`src/rtl/pasl_pkg.sv`:
```
// Package of constants for the address strap and status LED pins
// Behaviour
// [RULE1] While hardware or power-on reset is held the link pin is an input that sets address bit 2.
// [RULE2] A low strap level gives an address bit of zero and a high level gives one.
// [RULE3] After reset the link pin drives its asserted level while a valid link exists.
// [RULE4] While hardware or power-on reset is held the transmit pin is an input that sets address bit 3.
// [RULE5] After reset the transmit pin shows transmit activity and is deasserted when idle.
// [RULE6] After reset the receive pin is asserted while there is receive activity.
// [RULE7] While hardware or power-on reset is held the receive pin sets address bit 4.
// [RULE8] Each strap level is latched as reset is left and the pin then turns to an output.
// [RULE9] The asserted output level is the inverse of the level latched on that pin.
// [RULE10] A software reset neither resamples the straps nor stops the pins driving.
package pasl_pkg;
   localparam int unsigned NUM_PINS = 3;
   localparam int unsigned ADDR_LSB = 2;          // Strap pins hold address bits 2..4
   localparam logic [2:0] STRAP_RST = 3'h0;       // Latched straps after reset
   localparam int unsigned PIN_LINK = 0;
   localparam int unsigned PIN_TX   = 1;
   localparam int unsigned PIN_RX   = 2;
endpackage

```
`src/rtl/pasl_sync.sv`:
```
// Two-flop synchroniser for the strap pin inputs
`timescale 1ns/1ps
module pasl_sync #(
   parameter int unsigned WIDTH = 3
) (
   input  wire logic             i_clk,
   input  wire logic [WIDTH-1:0] i_async,
   output logic      [WIDTH-1:0] o_sync
);
   typedef struct packed {
      logic [WIDTH-1:0] meta;
      logic [WIDTH-1:0] sync;
   } pasl_sync_s;

   pasl_sync_s st_r;
   pasl_sync_s st_nxt;

   // Meta stage feeds only the second stage
   always_comb begin
      st_nxt      = st_r;
      st_nxt.meta = i_async;
      st_nxt.sync = st_r.meta;
   end

   // Stages keep sampling through reset so the straps are seen before it ends
   always_ff @(posedge i_clk) begin
      st_r <= st_nxt;
   end

   assign o_sync = st_r.sync;
endmodule

```
`src/rtl/pasl_strap_led.sv`:
```
// Address strap capture and status LED drive on three shared pins
`timescale 1ns/1ps
module pasl_strap_led (
   input  wire logic       i_clk,
   input  wire logic       i_rst,
   input  wire logic       i_link_up,
   input  wire logic       i_tx_act,
   input  wire logic       i_rx_act,
   input  wire logic       i_addr2_link_led_pin,
   input  wire logic       i_addr3_tx_led_pin,
   input  wire logic       i_addr4_rx_led_pin,
   output logic            o_addr2_link_led_pin,
   output logic            o_addr3_tx_led_pin,
   output logic            o_addr4_rx_led_pin,
   output logic            o_addr2_link_led_pin_oe,
   output logic            o_addr3_tx_led_pin_oe,
   output logic            o_addr4_rx_led_pin_oe,
   output logic [2:0]      o_phy_addr_hi
);
   localparam int unsigned N = pasl_pkg::NUM_PINS;

   typedef struct packed {
      logic         in_rst;    // High through hardware reset and for the one cycle after it is released
      logic [N-1:0] strap;     // Latched strap levels
      logic [N-1:0] led;       // Driven pin levels
      logic         oe;        // Pins are outputs
   } pasl_state_s;

   pasl_state_s st_r;
   pasl_state_s st_nxt;
   logic [N-1:0] pin_in;
   logic [N-1:0] pin_sync;
   logic [N-1:0] status;
   logic [N-1:0] drv_seen;
   logic [N-1:0] oe_seen;

   // Per-pin vectors: bit 0 link, bit 1 transmit, bit 2 receive
   assign pin_in = {i_addr4_rx_led_pin, i_addr3_tx_led_pin, i_addr2_link_led_pin};
   assign status = {i_rx_act, i_tx_act, i_link_up};
   assign drv_seen = {o_addr4_rx_led_pin, o_addr3_tx_led_pin, o_addr2_link_led_pin};
   assign oe_seen  = {o_addr4_rx_led_pin_oe, o_addr3_tx_led_pin_oe, o_addr2_link_led_pin_oe};

   // Strap pins cross into the clock domain before any use
   pasl_sync #(
      .WIDTH (N)
   ) u_sync (
      .i_clk   (i_clk),
      .i_async (pin_in),
      .o_sync  (pin_sync)
   );

   // Capture straps on reset exit, then drive inverted-sense status
   always_comb begin
      st_nxt        = st_r;
      st_nxt.in_rst = 1'b0;
      if (st_r.in_rst) begin
         st_nxt.strap = pin_sync;                        // RULE1 RULE2 RULE4 RULE7 RULE8
         st_nxt.oe    = 1'b1;                            // RULE8
         st_nxt.led   = pin_sync;                        // Deasserted level first
      end else begin
         for (int i = 0; i < N; i++) begin
            st_nxt.led[i] = status[i] ^ st_r.strap[i];   // RULE3 RULE5 RULE6 RULE9
         end
      end
   end

   // Hardware reset floats the pins; soft reset is outside this block
   always_ff @(posedge i_clk) begin
      if (i_rst) begin
         st_r.in_rst <= 1'b1;                            // RULE1
         st_r.strap  <= pasl_pkg::STRAP_RST;
         st_r.led    <= pasl_pkg::STRAP_RST;
         st_r.oe     <= 1'b0;
      end else begin
         st_r <= st_nxt;                                 // RULE10
      end
   end

   assign o_addr2_link_led_pin    = st_r.led[pasl_pkg::PIN_LINK];
   assign o_addr3_tx_led_pin      = st_r.led[pasl_pkg::PIN_TX];
   assign o_addr4_rx_led_pin      = st_r.led[pasl_pkg::PIN_RX];
   assign o_addr2_link_led_pin_oe = st_r.oe;
   assign o_addr3_tx_led_pin_oe   = st_r.oe;
   assign o_addr4_rx_led_pin_oe   = st_r.oe;
   assign o_phy_addr_hi           = st_r.strap;

   // Assertions
   // Pins float while hardware reset is held
   property p_float_in_rst;
      @(posedge i_clk) i_rst |=> !o_addr2_link_led_pin_oe;
   endproperty
   a_float_in_rst: assert property (p_float_in_rst) else $error("pins driven in reset"); // RULE1

   // Address takes the synchronised straps on the exit edge
   property p_latch;
      @(posedge i_clk) disable iff (i_rst) st_r.in_rst |=> o_phy_addr_hi == $past(pin_sync);
   endproperty
   a_latch: assert property (p_latch) else $error("strap not latched"); // RULE8

   // Address stays put while the pins drive
   property p_addr_hold;
      @(posedge i_clk) disable iff (i_rst) o_addr2_link_led_pin_oe |=> $stable(o_phy_addr_hi);
   endproperty
   a_addr_hold: assert property (p_addr_hold) else $error("address changed"); // RULE10

   // Link output follows link state in the inverted sense
   property p_link;
      @(posedge i_clk) disable iff (i_rst)
         (o_addr2_link_led_pin_oe && !st_r.in_rst) |=>
         o_addr2_link_led_pin == ($past(i_link_up) ^ o_phy_addr_hi[0]);
   endproperty
   a_link: assert property (p_link) else $error("link led wrong"); // RULE3

   // Idle transmit shows the deasserted level
   property p_tx;
      @(posedge i_clk) disable iff (i_rst)
         (o_addr3_tx_led_pin_oe && !i_tx_act) |=> o_addr3_tx_led_pin == o_phy_addr_hi[1];
   endproperty
   a_tx: assert property (p_tx) else $error("tx led wrong"); // RULE5

   // Receive activity shows the asserted level
   property p_rx;
      @(posedge i_clk) disable iff (i_rst)
         (o_addr4_rx_led_pin_oe && i_rx_act) |=> o_addr4_rx_led_pin != o_phy_addr_hi[2];
   endproperty
   a_rx: assert property (p_rx) else $error("rx led wrong"); // RULE6

   // Pins turn to outputs right after reset is left
   property p_oe_after;
      @(posedge i_clk) $fell(i_rst) |-> ##1 o_addr3_tx_led_pin_oe;
   endproperty
   a_oe_after: assert property (p_oe_after) else $error("pins not outputs"); // RULE8

   // Strap level is kept, not inverted, in the address
   property p_level;
      @(posedge i_clk) disable iff (i_rst)
         st_r.in_rst |=> o_phy_addr_hi[1] == $past(pin_sync[1]) && o_addr4_rx_led_pin_oe;
   endproperty
   a_level: assert property (p_level) else $error("strap level wrong"); // RULE2

   // Exit marker lasts exactly one cycle
   property p_in_rst_pulse;
      @(posedge i_clk) disable iff (i_rst)
         st_r.in_rst |=> !st_r.in_rst;
   endproperty
   a_in_rst_pulse: assert property (p_in_rst_pulse) else $error("exit marker stuck"); // RULE8

   // All three pins change direction together
   property p_oe_common;
      @(posedge i_clk) disable iff (i_rst)
         (o_addr2_link_led_pin_oe == o_addr3_tx_led_pin_oe) &&
         (o_addr3_tx_led_pin_oe == o_addr4_rx_led_pin_oe);
   endproperty
   a_oe_common: assert property (p_oe_common) else $error("pin directions differ"); // RULE8

   // Synchroniser passes pin levels two cycles late with the sense unchanged
   property p_sync_follow;
      @(posedge i_clk) disable iff (i_rst)
         pin_sync == $past(pin_in, 2);
   endproperty
   a_sync_follow: assert property (p_sync_follow) else $error("strap level lost"); // RULE2

   // Address moves only on the exit edge or under hardware reset
   property p_addr_src;
      @(posedge i_clk) disable iff (i_rst)
         $changed(o_phy_addr_hi) |-> ($past(st_r.in_rst) || $past(i_rst));
   endproperty
   a_addr_src: assert property (p_addr_src) else $error("address moved late"); // RULE10

   // Per-pin checks: capture, direction and inverted-sense drive
   for (genvar g = 0; g < N; g++) begin : g_pin
      // Each pin latches its own address bit as reset is left
      property p_cap;
         @(posedge i_clk) disable iff (i_rst)
            st_r.in_rst |=> o_phy_addr_hi[g] == $past(pin_sync[g]);
      endproperty
      a_cap: assert property (p_cap) else $error("strap bit lost"); // RULE1 RULE4 RULE7

      // First driven level is the deasserted one, equal to the strap
      property p_dark;
         @(posedge i_clk) disable iff (i_rst)
            st_r.in_rst |=> drv_seen[g] == $past(pin_sync[g]);
      endproperty
      a_dark: assert property (p_dark) else $error("first level wrong"); // RULE9

      // Asserted level is the inverse of the latched strap
      property p_on;
         @(posedge i_clk) disable iff (i_rst)
            (oe_seen[g] && status[g]) |=> drv_seen[g] != o_phy_addr_hi[g];
      endproperty
      a_on: assert property (p_on) else $error("level not inverse"); // RULE3 RULE5 RULE6 RULE9

      // Without its status event the pin shows the deasserted level
      property p_off;
         @(posedge i_clk) disable iff (i_rst)
            (oe_seen[g] && !status[g]) |=> drv_seen[g] == o_phy_addr_hi[g];
      endproperty
      a_off: assert property (p_off) else $error("idle level wrong"); // RULE3 RULE5 RULE6

      // Hardware reset releases the pin and clears its driven level
      property p_rst_float;
         @(posedge i_clk)
            i_rst |=> !oe_seen[g] && !drv_seen[g];
      endproperty
      a_rst_float: assert property (p_rst_float) else $error("pin not released"); // RULE1

      // Once driving, the pin stays an output until hardware reset
      property p_stay;
         @(posedge i_clk) disable iff (i_rst)
            oe_seen[g] |=> oe_seen[g];
      endproperty
      a_stay: assert property (p_stay) else $error("pin stopped driving"); // RULE10

      // Levels driven after exit never reach the address bit
      property p_keep;
         @(posedge i_clk) disable iff (i_rst)
            oe_seen[g] |=> $stable(o_phy_addr_hi[g]);
      endproperty
      a_keep: assert property (p_keep) else $error("address bit moved"); // RULE8
   end

   // Main scenarios worth seeing
   c_link_on:  cover property (@(posedge i_clk) o_addr2_link_led_pin_oe && i_link_up);
   c_tx_on:    cover property (@(posedge i_clk) o_addr3_tx_led_pin_oe && i_tx_act);
   c_rx_on:    cover property (@(posedge i_clk) o_addr4_rx_led_pin_oe && i_rx_act);
   c_strap_hi: cover property (@(posedge i_clk) o_phy_addr_hi == 3'h7);
   c_rereset:  cover property (@(posedge i_clk) $rose(i_rst) && o_addr2_link_led_pin_oe);
endmodule

```
`config.mk`:
```
export PLATFORM = sky130hd
export DESIGN_NAME = pasl_strap_led
export DESIGN_NICKNAME = d
export VERILOG_FILES = /design/src/rtl/pasl_pkg.sv /design/src/rtl/pasl_sync.sv /design/src/rtl/pasl_strap_led.sv
export SDC_FILE = /design/constraint.sdc
export NUM_CORES = 1
export LEC_CHECK = 0
export ABC_AREA = 0
export BUFFER_PORTS_ARGS = -buffer_cell sky130_fd_sc_hd__buf_2
export CAP_MARGIN = 25
export CORE_AREA = 10 10 47 49
export DETAILED_ROUTE_END_ITERATION = 12
export DIE_AREA = 0 0 57 59
export SLEW_MARGIN = 5
export SYNTH_ARGS = -nofsm -noshare
export SYNTH_HDL_FRONTEND = slang
export SYNTH_SLANG_ARGS = --single-unit
```
`constraint.sdc`:
```
create_clock -name i_clk -period 1 [get_ports i_clk]
set_input_delay 0.15 -clock i_clk [delete_from_list [all_inputs] [get_ports i_clk]]
set_output_delay 0.15 -clock i_clk [all_outputs]
set_load 0.01 [all_outputs]
```
Yosys cells after proc, flatten, opt, wreduce, memory -nomap -nowiden:

Index checks and enable logic that the tools add are counted.
Widths: inputs -> output; s select.

* input port bits: 8
* bits in read-only memories: 0
* logic and storage cells: 13
* bits in latches: 0
* memories kept: 0
* output and inout bits: 9
* register bits after elaboration: 14
* RAM bits: 0

* reduce and logical (&&, ||, !) cells: 0
* magnitude comparators: 0
* multipliers: 0
* muxes and demuxes: 4
* shift operators: 0
* eq/ne operators: 0
* divide/modulo/power cells: 0
* $add $sub $neg: 0
* bitwise logic cells: 3

Operators by type and width (count)
* $mux 8: 1
* $mux 3: 2
* $xor 1x1->1: 3
* $mux 1: 1

Depth between registers and ports, before layout:

Gate-level depths: netlist of the first run.

* word-level depth: 3
* gate-level depth with buffers: 3
* depth with buffers taken out: 2

Hierarchy:

From an unflattened synthesis of the first run, not the netlist that was laid out.

* cell total of the unflattened synthesis: 38
* area, all modules: 471.7 sq um

Modules (own cells, without submodules)
* pasl_strap_led: seq. area each 160.2 sq um, cells each 32, area each 351.6 sq um, instances 1
* pasl_sync: seq. area each 120.1 sq um, cells each 6, area each 120.1 sq um, instances 1

Least setup slack after synthesis of the first run:

Ideal clock, no wire load.

* kind: register to register
* start: reg st_r[7] in the netlist's numbering
* end: reg st_r, in the netlist drv_seen[0]
* clock period less this slack: 0.779 ns
* arrival time: 0.694 ns
* stages on the path, launching flop included: 4
* path buffers: 1
* data required time: 0.914 ns
* setup slack: 0.221 ns
* setup time: 0.086 ns
* cells stage by stage: dfxtp_1 buf_6 nor2b_4 a211oi_1

* word-level cells in the longest chain between the ends: 1

Ends and longest elaborated chain
* start, declared: RTL line pasl_strap_led.sv:29 `pasl_state_s st_r;`
* start signal, assigned: RTL line pasl_strap_led.sv:75 `st_r <= st_nxt;`
* $mux 3: RTL line pasl_strap_led.sv:56 `if (st_r.in_rst) begin`

Every way passes these cells.
A chain may end at the register's enable or synchronous reset.

Worst setup path after layout of the first run:

* start: reg st_r, in the netlist o_phy_addr_hi[1]
* end: out o_phy_addr_hi[1]

RTL lines
* end, declared: RTL line pasl_strap_led.sv:18 `output logic [2:0] o_phy_addr_hi`

No word-level cell between the ends.

==> results of run 1 <==
## Yosys cell counts (all sizes together)
cell type | count | share of area [%]
mux2i | 3 | 6.4
a211oi | 3 | 4.8
buf | 6 | 10
nor2 | 5 | 4.0
nor2b | 3 | 8.8
dfxtp | 14 | 59
inv | 1 | 0.79
xnor2 | 3 | 5.6
## worst paths after layout
kind | from | to | slack, ns | depth (start not counted)
worst max-delay path | o_phy_addr_hi[1] | o_phy_addr_hi[1] | 0.07 | 1
worst min-delay path | i_rst | st_r[7] | 0.06 | 1
worst max register to register | st_r[7] | o_phy_addr_hi[0] | 0.22 | 2
worst min register to register | u_sync.st_nxt[0] | u_sync.o_sync[0] | 0.33 | 0
## cell type report
cell class,count,area (sq um)
fill,143,807
sequential,14,285
multi-input combinational,17,139
timing repair buffer,19,110
clock buffer,4,36.3
tap,16,20.0
inverter,1,3.75
## metrics by stage
| stage | hold WS (ns) | total power (uW) |
|---|---|---|
| 6_report | 0.0645 | 1130 |
| 3_3_place_gp | 0.253 | 730 |
| 2_1_floorplan | 0.178 | 701 |
| 4_1_cts | 0.0609 | 1150 |
| 3_5_place_dp | 0.254 | 730 |
| 5_1_grt | 0.0439 | 1200 |
## flip-flops by register name, summed over array words and instances (netlist names)
signal                   count
o_addr2_link_led_pin_oe      1
u_sync.o_sync                3
u_sync.st_nxt                3
o_phy_addr_hi                3
st_r                         1
drv_seen                     3
## logic make-up (layout without fill, tap and decap cells)
| kind of cell | Yosys count | in the layout | synth area share (%) |
|---|---|---|---|
| XOR/XNOR | 3 | 3 | 5.57 |
| buffers and inverters | 7 | 24 | 11.1 |
| multiplexers | 3 | 3 | 6.37 |
| AND/OR/NAND/NOR | 8 | 8 | 12.7 |
| flip-flops | 14 | 14 | 59.4 |
| AO/OA/AOI/OAI | 3 | 3 | 4.77 |
## where the power goes
| group | total (uW) | internal [uW] | switching (uW) | leakage (uW) |
|---|---|---|---|---|
| combinational | 108 | 63.2 | 45.3 | 0.000146 |
| clock | 401 | 222 | 179 | 0.0000210 |
| sequential | 616 | 594 | 22.1 | 0.000118 |
## worst reg2reg max path, delay by kind of cell (launching register included)
family           cells  cell delay [ns]
AND/OR/NAND/NOR      1             0.06
multiplexers         1             0.20
flip-flops           1             0.42
## per-layer routing
| layer | global-route usage [%] | routed length [um] | vias up | part of all wire (%) |
|---|---|---|---|---|
| met5 | 0 | 0 | - | 0 |
| met4 | 3.02 | 25 | 0 | 3.3 |
| met3 | 6.01 | 116 | 4 | 16 |
| met2 | 8.06 | 336 | 13 | 45 |
| met1 | 2.89 | 269 | 126 | 36 |
| li1 | - | - | 150 | - |
## timing repair
item / CTS / global route
resized for setup: 0 / 4
hold buffers: 3 / 0
setup endpoints to repair: 0 / 6
hold endpoints to repair: 3 / 0
==> impl_metrics.env, run 1 <==
export IMPL_cpLargestDelayFamily="flip-flops"
export IMPL_startpoint_type="register"
export IMPL_fp_dieW_um=57
export IMPL_overflow=0
export IMPL_syn_nets=46
export IMPL_grt_max_degree=9
export IMPL_die_h_um=59
export IMPL_final_area_sq_um=594
export IMPL_layout_commonest_cell="buf_2"
export IMPL_clock_latency_ns=0.28
export IMPL_setup_viol=0
export IMPL_drive_gt1_share_pct=49.1
export IMPL_fmax_ghz=1.07
export IMPL_fin_crit_sh_pct=93.4
export IMPL_endpoint_kind="output pin"
export IMPL_path_buf_inv=1
export IMPL_diodes=0
export IMPL_grt_total_usage_pct=4.91
export IMPL_clockBufferDepth=2
export IMPL_required_ns=0.85
export IMPL_io_pins=17
export IMPL_crit_chain="buf_2"
export IMPL_ys_seq_area_share_pct=59.4
export IMPL_detail_route_antenna_nets=0
export IMPL_hold_path_class="in2reg"
export IMPL_drc=0
export IMPL_synth_cells=38
export IMPL_numCtsBuffers=3
export IMPL_status="finished clean"
export IMPL_layout_common_cells="16 x buf_2, 10 x dfxtp_1, 5 x nor2_1"
export IMPL_cts_tree="done"
export IMPL_syn2layout_area_growth_pct=26.0
export IMPL_cts_max_level=1
export IMPL_cpPeakStageDelay_ns=0.36
export IMPL_crit_fanout=3
export IMPL_portBuffers=16
export IMPL_routedWlPerCell_um=10.5
export IMPL_start_util_pct=33.7
export IMPL_rsz0062_at_grt="no"
export IMPL_finalNonFillerCells=71
export IMPL_cts_sinks=14
export IMPL_place_congestion=0.685
export IMPL_cap_viol_max_count=0
export IMPL_setup_ws_ns=0.0662
export IMPL_yosysUniqueCellTypes=9
export IMPL_post_cts_buffers=0
export IMPL_p_per_area_nw_per_um2=1890
export IMPL_clkTransAtPathRegs_ns=0.08
export IMPL_viasPerCell=4.13
export IMPL_grt_pass1_wl_um=1170
export IMPL_num_rows=14
export IMPL_yosysWarnings=0
export IMPL_hold_viol=0
export IMPL_place_ws_ns=0.108
export IMPL_grt_pass1_vias=303
export IMPL_fin_setup_tns_ns=0
export IMPL_die_area_sq_um=3360
export IMPL_antenna_found_initial=0
export IMPL_placedCellCount=64
export IMPL_min_period_ns=0.934
export IMPL_cp_slowest_cell="dfxtp_1"
export IMPL_nets=64
export IMPL_wirelength_um=747
export IMPL_dr_total_vias=293
export IMPL_finalMaxSlewViolations=0
export IMPL_drt_iter0_drc=3
export IMPL_fin_worst_skew_ns=0.00374
export IMPL_crit_arrival_ns=0.78
export IMPL_worstSetupPathType="reg2out"
export IMPL_maxSlewHeadroom_pct=88.9
export IMPL_syn_avg_cell_area_sq_um=12.4
export IMPL_dr_pass1_iters=2
export IMPL_ir_worst_vdd_v=0.00123
export IMPL_tightest_slew_ns=0.165
export IMPL_core_area_sq_um=1400
export IMPL_leakage_uw=0.000285
export IMPL_ys_ff_latch=14
export IMPL_final_util_pct=42.4
export IMPL_syn_area_sq_um=472
export IMPL_clockRootBuffer="clkbuf_4"
export IMPL_placedInstanceArea_sq_um=523
No activity file was read; power rests on OpenSTA's default activity.
==> run 2: changes to the inputs <==
--- a/config.mk
+++ b/config.mk
@@ -8,9 +8,12 @@
 export ABC_AREA = 0
 export BUFFER_PORTS_ARGS = -buffer_cell sky130_fd_sc_hd__buf_2
 export CAP_MARGIN = 25
-export CORE_AREA = 10 10 47 49
+export CELL_PAD_IN_SITES_DETAIL_PLACEMENT = 1
+export CELL_PAD_IN_SITES_GLOBAL_PLACEMENT = 1
+export CORE_MARGIN = 10
+export CORE_UTILIZATION = 34
 export DETAILED_ROUTE_END_ITERATION = 12
-export DIE_AREA = 0 0 57 59
+export PLACE_DENSITY_LB_ADDON = 0.1
 export SLEW_MARGIN = 5
 export SYNTH_ARGS = -nofsm -noshare
 export SYNTH_HDL_FRONTEND = slang
==> run 2 against run 1 <==
  * Sequential power about the same
  * Die area down 2.6%
  * Design area unchanged
  * Combinational power about the same
  * Power up 0.52%
  * Setup slack better by 0.020 ns
  * Sequential share of layout area up 0.21 points
  * Final cell count down 1.4%
  * Routed wire length up 21%
  * First-iteration DRC count down 100%
  * Critical path depth unchanged
  * Highest routed layer unchanged
==> impl_metrics.env, run 2 (synthesized netlist as in run 1, its figures left out) <==
export IMPL_wirelength_um=905
export IMPL_antenna_found_initial=0
export IMPL_p_per_area_nw_per_um2=1900
export IMPL_leakage_uw=0.000285
export IMPL_die_h_um=57.2
export IMPL_cap_viol_max_count=0
export IMPL_dr_pass1_iters=1
export IMPL_path_buf_inv=1
export IMPL_multiInputGateArea_sq_um=139
export IMPL_die_area_sq_um=3280
export IMPL_required_ns=0.85
export IMPL_cts_sinks=14
export IMPL_setup_ws_ns=0.0863
export IMPL_maxSlewHeadroom_pct=88.0
export IMPL_core_area_sq_um=1300
export IMPL_drt_iter0_drc=0
export IMPL_cp_slowest_cell="dfxtp_2"
export IMPL_grt_total_usage_pct=5.81
export IMPL_drive_gt1_share_pct=50.9
export IMPL_layout_common_cells="16 x buf_2, 9 x dfxtp_1, 5 x nor2_1, 5 x dfxtp_2"
export IMPL_crit_arrival_ns=0.76
export IMPL_met3_length_um=96
export IMPL_clockRootBuffer="clkbuf_4"
export IMPL_num_rows=13
export IMPL_nets=64
export IMPL_tightest_slew_ns=0.179
export IMPL_clock_power_share_pct=35.6
export IMPL_cpPeakStageDelay_ns=0.35
export IMPL_pwr_share_comb_pct=9.8
export IMPL_wl_met2_um=399
export IMPL_fmax_ghz=1.09
export IMPL_layout_commonest_cell="buf_2"
export IMPL_grt_pass1_vias=348
export IMPL_place_ws_ns=0.0559
export IMPL_hold_viol=0
export IMPL_syn2layout_area_growth_pct=26.0
export IMPL_top_layer_used="met4"
export IMPL_crit_fanout=4
export IMPL_fp_dieW_um=57.2
export IMPL_final_util_pct=45.7
export IMPL_status="finished clean"
export IMPL_switchingPower_uw=252
export IMPL_ff_latch_area_sq_um=287
export IMPL_startpoint_type="register"
export IMPL_routedWlPerCell_um=12.9
export IMPL_grt_pass1_wl_um=1460
export IMPL_detail_route_antenna_nets=0
export IMPL_io_pins=17
export IMPL_endpoint_kind="output pin"
export IMPL_fin_crit_sh_pct=91.4
export IMPL_post_cts_buffers=0
export IMPL_sw_frac_of_total_pct=22.3
export IMPL_min_period_ns=0.914
export IMPL_p_int_uw=879
export IMPL_portBuffers=16
export IMPL_numCtsBuffers=3
export IMPL_rsz0062_at_grt="no"
export IMPL_fin_worst_skew_ns=0.00361
export IMPL_dr_total_vias=305
export IMPL_diodes=0
export IMPL_hold_path_class="in2reg"
export IMPL_setup_viol=0
export IMPL_drc=0
export IMPL_seqPwrFrac_pct=54.7
export IMPL_viasPerCell=4.36
export IMPL_n_fill_cell=152
export IMPL_overflow=0
export IMPL_ir_worst_vdd_v=0.00102
export IMPL_fin_setup_tns_ns=0
export IMPL_wl_met1_um=391
export IMPL_finalMaxSlewViolations=0
export IMPL_cts_max_level=1
export IMPL_grt_max_degree=9
export IMPL_worstSetupPathType="reg2out"
export IMPL_clock_latency_ns=0.28
export IMPL_place_congestion=0.635
export IMPL_start_util_pct=36.2
export IMPL_crit_chain="buf_2"
export IMPL_clkTransAtPathRegs_ns=0.08
export IMPL_cts_tree="done"
export IMPL_clockBufferDepth=2
export IMPL_cpLargestDelayFamily="flip-flops"
==> run 2: cell counts in the layout (fill, tap and decap cells not counted) <==
Identical to the previous run, type by type.
==> run 2: worst paths after layout <==
| path | startpoint | endpoint | slack, ns | cells after the start |
|---|---|---|---|---|
| worst min-delay path | i_rst | st_r[7] | 0.07 | 1 |
| worst max register to register | st_r[7] | drv_seen[2] | 0.19 | 2 |
| worst min register to register | u_sync.st_nxt[1] | u_sync.o_sync[1] | 0.34 | 0 |
| worst max-delay path | o_addr2_link_led_pin_oe | o_addr4_rx_led_pin_oe | 0.09 | 1 |
==> run 2: power by group through the flow <==
stage | Combinational [uW] | Sequential [uW] | Clock, uW
after floorplan | 72.4 | 629 | 0
after global placement | 103 | 628 | 0
after detailed placement | 104 | 630 | 0
after CTS | 113 | 617 | 417
after global routing | 122 | 626 | 456
final | 110 | 619 | 402
==> run 2: layer usage <==
metal,track usage [%],up-vias
li1,-,151
met1,5.89,138
met2,8.53,14
met3,3.76,2
met4,4.03,0
met5,0,-
==> run 2: what timing repair did <==
item	4_1_cts	5_1_grt
hold endpoints to repair	3	0
resized for setup	0	5
hold buffers	3	0
endpoints found under the setup margin	0	9
==> run 2: metrics by stage <==
step           power, uW  std cells  area, sq um  hold slack [ns]
2_1_floorplan        701         38          472            0.178
3_3_place_gp         731         63          522            0.253
3_5_place_dp         734         63          522            0.254
4_1_cts             1150         70          588           0.0714
5_1_grt             1200         70          594           0.0563
6_report            1130         70          594           0.0735
==> run 2: final cells by class <==
class                           instances  share of cell area [%]
Inverter                                1                   0.632
Multi-Input combinational cell         17                    23.4
Tap cell                               15                    3.16
Sequential cell                        14                    48.2
Timing Repair Buffer                   19                    18.5
Clock buffer                            4                    6.11
==> run 2: worst register-to-register path: stages, from the launching register on <==
cell and delay (ns):
dfxtp_2 0.43, inv_1 0.10, a211oi_1 0.20
